`config.mk`:
```
export PLATFORM = sky130hd
export DESIGN_NAME = abp_port
export DESIGN_NICKNAME = d
export VERILOG_FILES = /design/src/rtl/abp_pkg.sv /design/src/rtl/abp_sync.sv /design/src/rtl/abp_port.sv
export SDC_FILE = /design/constraint.sdc
export NUM_CORES = 1
export LEC_CHECK = 0
export ABC_AREA = 1
export BUFFER_PORTS_ARGS = -buffer_cell sky130_fd_sc_hd__buf_2
export CORE_UTILIZATION = 30
export CTS_CLUSTER_DIAMETER = 30
export DETAILED_ROUTE_END_ITERATION = 8
export PLACE_DENSITY = 0.46
export SETUP_SLACK_MARGIN = 0.1
export SLEW_MARGIN = 15
export SYNTH_ARGS = -nofsm -noshare
export SYNTH_HDL_FRONTEND = slang
export SYNTH_SLANG_ARGS = --single-unit
```
`constraint.sdc`:
```
create_clock -name clk_sys -period 2.8 [get_ports clk_sys]
set_input_delay 0.42 -clock clk_sys [delete_from_list [all_inputs] [get_ports clk_sys]]
set_output_delay 0.42 -clock clk_sys [all_outputs]
set_load 0.01 [all_outputs]
```
`src/rtl/abp_pkg.sv`:
```
package abp_pkg;

	// ---------------------------------------------------------------
	// Widths and positions
	// ---------------------------------------------------------------
	localparam int unsigned ABP_WORD_W    = 12;     // Result and register word width
	localparam int unsigned ABP_CHAN_W    = 3;      // Channel number width
	localparam int unsigned ABP_LOW_W     = 8;      // Low data lines width
	localparam int unsigned ABP_UPPER_W   = 3;      // Upper data lines width
	localparam int unsigned ABP_HIGH_NIB  = 4;      // Upper bits carried in byte mode
	localparam int unsigned ABP_CHAN_POS  = 4;      // Channel field position in high byte
	localparam int unsigned ABP_BIT8_POS  = 8;      // Word bit carried on data bit eight

	// ---------------------------------------------------------------
	// Reset values
	// ---------------------------------------------------------------
	localparam logic [11:0] ABP_WORD_RST  = 12'h000; // Write word after reset
	localparam logic [2:0]  ABP_CHAN_RST  = 3'h0;    // Channel after reset

	// Host strobe sampled through two flops
	typedef struct packed {
		logic cs_n;
		logic rd_n;
		logic wr_n;
		logic word_mode;
		logic upper_byte_enable;
	} abp_strobe_s;

	// Strobes idle after reset; all-zero would look like a live read
	localparam abp_strobe_s ABP_STROBE_RST = '{cs_n: 1'b1, rd_n: 1'b1, wr_n: 1'b1,
		word_mode: 1'b0, upper_byte_enable: 1'b0};

	// Result and its source channel
	typedef struct packed {
		logic [2:0]  chan;
		logic [11:0] data;
	} abp_result_s;

	// Written word with its kind of store
	typedef struct packed {
		logic        full;   // Whole word in one access
		logic        upper;  // Upper nibble only
		logic [11:0] data;
	} abp_write_s;

endpackage

```
`src/rtl/abp_sync.sv`:
```
`timescale 1ns/1ns
module abp_sync #(
	parameter int unsigned      WIDTH   = 1,
	parameter logic [WIDTH-1:0] RST_VAL = '0   // Idle level of the pins
) (
	// Clock and reset
	input  wire logic             clk_sys,
	input  wire logic             rst_n,
	// Asynchronous in, synchronous out
	input  wire logic [WIDTH-1:0] d,
	output logic      [WIDTH-1:0] q
);

	logic [WIDTH-1:0] meta_q;   // First stage, read only by second

	// Two flops against metastability
	always_ff @(posedge clk_sys or negedge rst_n) begin
		if (!rst_n) begin
			meta_q <= RST_VAL;
			q      <= RST_VAL;
		end else begin
			meta_q <= d;
			q      <= meta_q;
		end
	end

endmodule

```
`src/rtl/abp_port.sv`:
```
`timescale 1ns/1ns
// Function
// - Drive data pins only during qualified access
// - Same pins return results and accept writes
// - Word mode: shared pin is data bit
// - Byte mode: shared pin selects byte
// - Byte select low: low eight bits
// - Byte select high: upper four bits
// - Upper byte read carries channel number
// - Result presented after read strobe falls
// - Word mode upper lines carry bits
module abp_port
	import abp_pkg::*;
(
	// Clock and reset
	input  wire logic                    clk_sys,
	input  wire logic                    reset_n,
	// Host strobes, pins
	input  wire logic                    cs_n,
	input  wire logic                    rd_n,
	input  wire logic                    wr_n,
	input  wire logic                    word_mode,
	// Low data lines, two-way
	input  wire logic [7:0]              low_data_lines_i,
	output logic      [7:0]              low_data_lines_o,
	output logic                         low_data_lines_oe,
	// Data bit eight / upper byte enable, two-way
	input  wire logic                    data_bit_eight_i,
	output logic                         data_bit_eight_o,
	output logic                         data_bit_eight_oe,
	// Upper data lines, two-way
	input  wire logic [2:0]              upper_data_lines_i,
	output logic      [2:0]              upper_data_lines_o,
	output logic                         upper_data_lines_oe,
	// Result from the converter core
	input  wire abp_pkg::abp_result_s    result,
	// Written word toward control and shadow registers
	output abp_pkg::abp_write_s          wr_word,
	output logic                         wr_strobe
);

	// ---------------------------------------------------------------
	// Reset release and input synchronisation
	// ---------------------------------------------------------------
	logic [1:0]  rst_q;          // Reset release chain
	logic        rst_n_s;        // Released reset
	abp_strobe_s strobe_raw;     // Raw pin strobes
	abp_strobe_s strobe_s;       // Synchronised strobes
	logic [11:0] din_s;          // Synchronised data pins

	// Reset asserts at once, releases after two edges
	always_ff @(posedge clk_sys or negedge reset_n) begin
		if (!reset_n) begin
			rst_q <= 2'h0;
		end else begin
			rst_q <= {rst_q[0], 1'b1};
		end
	end
	assign rst_n_s = rst_q[1];

	// Shared pin doubles as byte select in byte mode
	assign strobe_raw = '{cs_n: cs_n, rd_n: rd_n, wr_n: wr_n, word_mode: word_mode,
		upper_byte_enable: data_bit_eight_i};

	// Reset to idle strobes, so no access is seen while the chain refills
	abp_sync #(.WIDTH(5), .RST_VAL(ABP_STROBE_RST)) u_sync_strobe (
		.clk_sys (clk_sys),
		.rst_n   (rst_n_s),
		.d       (strobe_raw),
		.q       (strobe_s)
	);

	abp_sync #(.WIDTH(12)) u_sync_data (
		.clk_sys (clk_sys),
		.rst_n   (rst_n_s),
		.d       ({upper_data_lines_i, data_bit_eight_i, low_data_lines_i}),
		.q       (din_s)
	);

	// ---------------------------------------------------------------
	// Access decode
	// ---------------------------------------------------------------
	logic rd_act;        // Qualified read in progress
	logic wr_act;        // Qualified write in progress
	logic wr_act_q;      // Previous write state for end detect
	logic upper_sel;     // Byte mode upper half selected

	assign rd_act    = !strobe_s.cs_n && !strobe_s.rd_n;
	assign wr_act    = !strobe_s.cs_n && !strobe_s.wr_n && strobe_s.rd_n;
	assign upper_sel = !strobe_s.word_mode && strobe_s.upper_byte_enable;

	// ---------------------------------------------------------------
	// Read path
	// ---------------------------------------------------------------
	// Output word built from result, lanes chosen by mode
	always_ff @(posedge clk_sys or negedge rst_n_s) begin
		if (!rst_n_s) begin
			low_data_lines_o   <= 8'h00;
			data_bit_eight_o   <= 1'b0;
			upper_data_lines_o <= 3'h0;
		end else if (strobe_s.word_mode) begin
			// Full word in one access
			low_data_lines_o   <= result.data[7:0];
			data_bit_eight_o   <= result.data[ABP_BIT8_POS];
			upper_data_lines_o <= result.data[11:9];
		end else if (upper_sel) begin
			// Upper nibble plus channel tag, bit seven zero
			low_data_lines_o   <= {1'b0, result.chan, result.data[11:8]};
			data_bit_eight_o   <= 1'b0;
			upper_data_lines_o <= 3'h0;
		end else begin
			// Low byte
			low_data_lines_o   <= result.data[7:0];
			data_bit_eight_o   <= 1'b0;
			upper_data_lines_o <= 3'h0;
		end
	end

	// Drivers on only during a qualified read; shared pin stays input in byte mode
	always_ff @(posedge clk_sys or negedge rst_n_s) begin
		if (!rst_n_s) begin
			low_data_lines_oe   <= 1'b0;
			data_bit_eight_oe   <= 1'b0;
			upper_data_lines_oe <= 1'b0;
		end else begin
			low_data_lines_oe   <= rd_act;
			data_bit_eight_oe   <= rd_act && strobe_s.word_mode;
			upper_data_lines_oe <= rd_act && strobe_s.word_mode;
		end
	end

	// ---------------------------------------------------------------
	// Write path
	// ---------------------------------------------------------------
	logic [11:0] wdata_q;   // Data sampled while strobe low
	logic        wmode_q;   // Word mode at sample
	logic        wupper_q;  // Upper byte at sample

	// Capture data each cycle the write is active; last value is stored
	always_ff @(posedge clk_sys or negedge rst_n_s) begin
		if (!rst_n_s) begin
			wdata_q  <= ABP_WORD_RST;
			wmode_q  <= 1'b0;
			wupper_q <= 1'b0;
			wr_act_q <= 1'b0;
		end else begin
			wr_act_q <= wr_act;
			if (wr_act) begin
				wdata_q  <= din_s;
				wmode_q  <= strobe_s.word_mode;
				wupper_q <= upper_sel;
			end
		end
	end

	// Store on rising write strobe, lanes by mode
	always_ff @(posedge clk_sys or negedge rst_n_s) begin
		if (!rst_n_s) begin
			wr_word   <= '{full: 1'b0, upper: 1'b0, data: ABP_WORD_RST};
			wr_strobe <= 1'b0;
		end else begin
			wr_strobe <= wr_act_q && !wr_act;
			if (wr_act_q && !wr_act) begin
				if (wmode_q) begin
					wr_word <= '{full: 1'b1, upper: 1'b0, data: wdata_q};
				end else if (wupper_q) begin
					// Bits above the nibble are zero by host contract; dropped here
					wr_word <= '{full: 1'b0, upper: 1'b1,
						data: {wdata_q[3:0], wr_word.data[7:0]}};
				end else begin
					wr_word <= '{full: 1'b0, upper: 1'b0,
						data: {wr_word.data[11:8], wdata_q[7:0]}};
				end
			end
		end
	end

	// ---------------------------------------------------------------
	// Assertions
	// ---------------------------------------------------------------
	property p_no_drive_idle;
		@(posedge clk_sys) disable iff (!rst_n_s)
		!$past(rd_act) |-> !low_data_lines_oe && !upper_data_lines_oe;
	endproperty
	a_no_drive_idle: assert property (p_no_drive_idle) else $error("data driven without read");

	property p_drive_on_read;
		@(posedge clk_sys) disable iff (!rst_n_s)
		rd_act |=> low_data_lines_oe;
	endproperty
	a_drive_on_read: assert property (p_drive_on_read) else $error("read not driven");

	property p_bit8_input_byte;
		@(posedge clk_sys) disable iff (!rst_n_s)
		!$past(strobe_s.word_mode) |-> !data_bit_eight_oe;
	endproperty
	a_bit8_input_byte: assert property (p_bit8_input_byte) else $error("shared pin driven in byte mode");

	property p_word_bit8;
		@(posedge clk_sys) disable iff (!rst_n_s)
		strobe_s.word_mode |=> data_bit_eight_o == $past(result.data[8]);
	endproperty
	a_word_bit8: assert property (p_word_bit8) else $error("bit eight wrong");

	property p_low_byte;
		@(posedge clk_sys) disable iff (!rst_n_s)
		// Sampled reset in the antecedent: the edge that releases reset still resets the lanes
		rst_n_s && !strobe_s.word_mode && !upper_sel |=> low_data_lines_o == $past(result.data[7:0]);
	endproperty
	a_low_byte: assert property (p_low_byte) else $error("low byte wrong");

	property p_high_byte;
		@(posedge clk_sys) disable iff (!rst_n_s)
		upper_sel |=> low_data_lines_o == {1'b0, $past(result.chan), $past(result.data[11:8])};
	endproperty
	a_high_byte: assert property (p_high_byte) else $error("high byte or channel wrong");

	property p_word_upper;
		@(posedge clk_sys) disable iff (!rst_n_s)
		strobe_s.word_mode |=> upper_data_lines_o == $past(result.data[11:9]);
	endproperty
	a_word_upper: assert property (p_word_upper) else $error("upper lines wrong");

	property p_write_store;
		@(posedge clk_sys) disable iff (!rst_n_s)
		wr_act ##1 !wr_act |=> wr_strobe;
	endproperty
	a_write_store: assert property (p_write_store) else $error("write not stored");

	property p_write_word;
		@(posedge clk_sys) disable iff (!rst_n_s)
		wr_strobe && wr_word.full |-> wr_word.data == $past(wdata_q);
	endproperty
	a_write_word: assert property (p_write_word) else $error("word write data wrong");

	c_word_read:  cover property (@(posedge clk_sys) disable iff (!rst_n_s) rd_act && strobe_s.word_mode);
	c_high_read:  cover property (@(posedge clk_sys) disable iff (!rst_n_s) rd_act && upper_sel);
	c_word_write: cover property (@(posedge clk_sys) disable iff (!rst_n_s) wr_strobe && wr_word.full);
	c_high_write: cover property (@(posedge clk_sys) disable iff (!rst_n_s) wr_strobe && wr_word.upper);

endmodule

```
==> results.py <==
metrics = {
    "clock_tree": {
        "cts_buffer_depth": 2,
        "clk_latency_ns": 0.34,
        "cts_tree": "built",
        "clock-sinks": 78,
        "cts_made_buffers": 9,
        "cts-root-buf": "clkbuf_8",
        "clk_pin_slew_ns": 0.07,
        "h-tree-depth": 3,
    },
    "critical_path": {
        "cp-start-kind": "register",
        "r2r-start": "u_sync_strobe.q[4]",
        "reg2reg_to": "wr_word[2]",
        "cp_max_fo": 28,
        "crit_required_ns": 3.03,
        "worstSetupPathType": "register to register",
        "cp-end-kind": "register",
        "rrSetupSlack_ns": 1.49,
        "r2r_cells": 5,
        "cp.arrival_ns": 1.54,
    },
    "synth": {
        "yosysSeqAreaShare_pct": 74.6,
        "syn_nets": 257,
        "syn-mean-instance-area_sq_um": 11.7,
        "synth.area.top_cells": "dfrtp_1 (69%), nand2_1 (14%), dfstp_2 (6.0%), nand4_1 (1.9%), nand3_1 (1.5%)",
        "synth_top_area_share_pct": 68.6,
        "synth_compound_area_share_pct": 1.10,
        "ys_types": 23,
        "syn-cell-area_sq_um": 2630,
        "synth_xor_area_share_pct": 0,
        "synthCells": 224,
        "yosys.area.top_type": "dfrtp_1",
        "synth.area.mux_share_pct": 0,
        "yosys_warnings": 0,
        "synth_top_family_by_area": "simple AND/OR/NAND/NOR gates",
        "synth_simple_gate_area_share_pct": 20.8,
        "synthAdderAreaFrac_pct": 0,
        "yosys_register_bits": 78,
    },
    "die": {
        "fp.dieW_microns": 95.6,
        "dieArea_sq_um": 9130,
        "initial_core_util_pct": 31.5,
        "rows": 33,
        "ios": 63,
        "die_h_microns": 95.6,
        "core_sq_um": 8340,
    },
    "power": {
        "ir_drop_mv": 0.214,
        "power_mw": 2.52,
        "p_per_area_nw_per_um2": 771,
        "p_leak_nw": 1.75,
    },
    "timing": {
        "hold_viol": 0,
        "setup_viol": 0,
        "skew_ns": 0.00796,
        "finalCritPeriodShare_pct": 46.7,
        "rsz0062_at_grt": "false",
        "setup_tns_ns": 0,
        "fin_ws_ns": 1.49,
        "holdWs_ns": 0.179,
        "fmax_mhz": 765,
        "maxSlewViolCount": 0,
        "period_minus_slack_ns": 1.31,
        "max_slew_margin_pct": 37.4,
        "tightestPinTransition_ns": 0.940,
    },
    "place": {
        "place_congestion": 0.693,
        "placed_area_sq_um": 3020,
        "dp_hpwl_microns": 2960,
        "portBuffers": 62,
        "pre_cts_slack_ns": 1.50,
        "dp_cells": 385,
    },
    "cells_and_area": {
        "area_growth_syn_to_layout_pct": 24.2,
        "fin_area_sq_um": 3260,
        "stdcell_count": 402,
        "drive_gt1_share_pct": 31.3,
        "fin_util_pct": 39.1,
        "n_antenna_cell": 0,
        "nNetsFinal": 325,
        "fill_cells": 862,
    },
    "routing": {
        "vias_per_cell": 4.06,
        "drcViolationCount": 0,
        "firstDrtPassIters": 4,
        "drtIter0Drc": 63,
        "wl_per_cell_microns": 11.1,
        "via_count": 1634,
        "wl_microns": 4470,
        "ant_nets": 0,
    },
    "flow_run": {
        "drv_cap": 0,
    },
    "global_route": {
        "grt_usage_pct": 11.5,
        "grt_pass1_wl_microns": 7780,
        "grt_pass1_vias": 1667,
        "overflow": 0,
        "grt_max_degree": 77,
        "antenna_found_initial": 0,
    },
    "min_path": {
        "worstHoldStart": "rd_n",
        "hold_depth": 1,
        "whs_endpoint": "u_sync_strobe.meta_q[3]",
        "hp-class": "input pin to register",
    },
    "status": {
        "status": "finished, final reports clean",
    },
}
worst max-delay path, stage by stage (launching register included):
cell	delay [ns]
dfstp_2	0.57
nor2_4	0.06
nand2_4	0.24
nand3_4	0.17
nand2_1	0.10
nand2_1	0.05
worst max-delay path by stage:
stage,to,slack (ns),start
global route,wr_word[3],1.37,u_sync_strobe.q[4]
floorplan,data_bit_eight_o,0.48,rst_q[1]
CTS,wr_word[2],1.48,u_sync_strobe.q[4]
finish,wr_word[2],1.49,u_sync_strobe.q[4]
detailed placement,wr_word[2],1.50,u_sync_strobe.q[4]
global placement,wr_word[2],1.53,u_sync_strobe.q[4]
state kept, by name (all words and copies together), names as in the netlist:
register / flops
data_bit_eight_o: 1
low_data_lines_o: 8
low_data_lines_oe: 1
rst_q: 2
u_sync_data.meta_q: 12
u_sync_data.q: 11
u_sync_strobe.meta_q: 4
u_sync_strobe.q: 5
upper_data_lines_o: 3
upper_data_lines_oe: 1
wdata_q: 12
wmode_q: 1
wr_act_q: 1
wr_strobe: 1
wr_word: 14
wupper_q: 1
cell families (layout without fill, tap and decap cells):
logic type	after synthesis	after routing
AND/OR/NAND/NOR	124	124
flip-flops	78	78
buffers and inverters	16	89
AO/OA/AOI/OAI	5	5
other	1	1
layer usage:
metal  vias up  part of all wire (%)  track usage (%)
met3         8                   4.0             2.87
li1        834                     -                -
met4         0                   2.3             7.84
met1       758                    48             14.4
met5         -                     0                0
met2        34                    46             17.4
report_power, final:
part           switching [mW]  internal (mW)  total, mW
combinational           0.138          0.111      0.249
clock                   0.378          0.552      0.930
sequential             0.0873           1.25       1.34
total                   0.604           1.91       2.52
synthesized netlist by cell type:
library cell	n
nand2_1	98
dfrtp_1	72
inv_1	8
nand3_1	8
nand4_1	8
dfstp_2	6
o21ai_0	4
buf_4	2
buf_6	2
nand2_4	2
nor2_1	2
a21oi_2	1
buf_2	1
clkbuf_2	1
conb_1	1
inv_2	1
inv_4	1
nand2_2	1
nand3_2	1
nand3_4	1
nor2_4	1
nor3_1	1
or2_4	1
area by class of cell:
type | instances | area, sq um | area share (%)
sequential | 78 | 1960 | 60.2
multi-input combinational | 130 | 579 | 17.8
inverter | 10 | 40.0 | 1.23
clock buffer | 13 | 159 | 4.87
clock inverter | 3 | 67.6 | 2.07
timing repair buffer | 63 | 320 | 9.82
tap | 105 | 131 | 4.03
layout by cell type (no fill, tap or decap), drive strengths merged:
cell type,count
bufinv,2
a21oi,1
buf,62
o21ai,4
clkbuf,13
conb,1
clkinvlp,1
dfrtp,72
nand2,101
nand4,8
inv,10
nor3,1
or2,1
dfstp,6
nand3,10
nor2,3
dlygate4sd3,1
what timing repair did:
action	4_1_cts	5_1_grt
resized for setup	0	0
setup buffers	0	0
hold endpoints to repair	2	0
hold buffers	1	0
(Power assumes the default switching activity.)
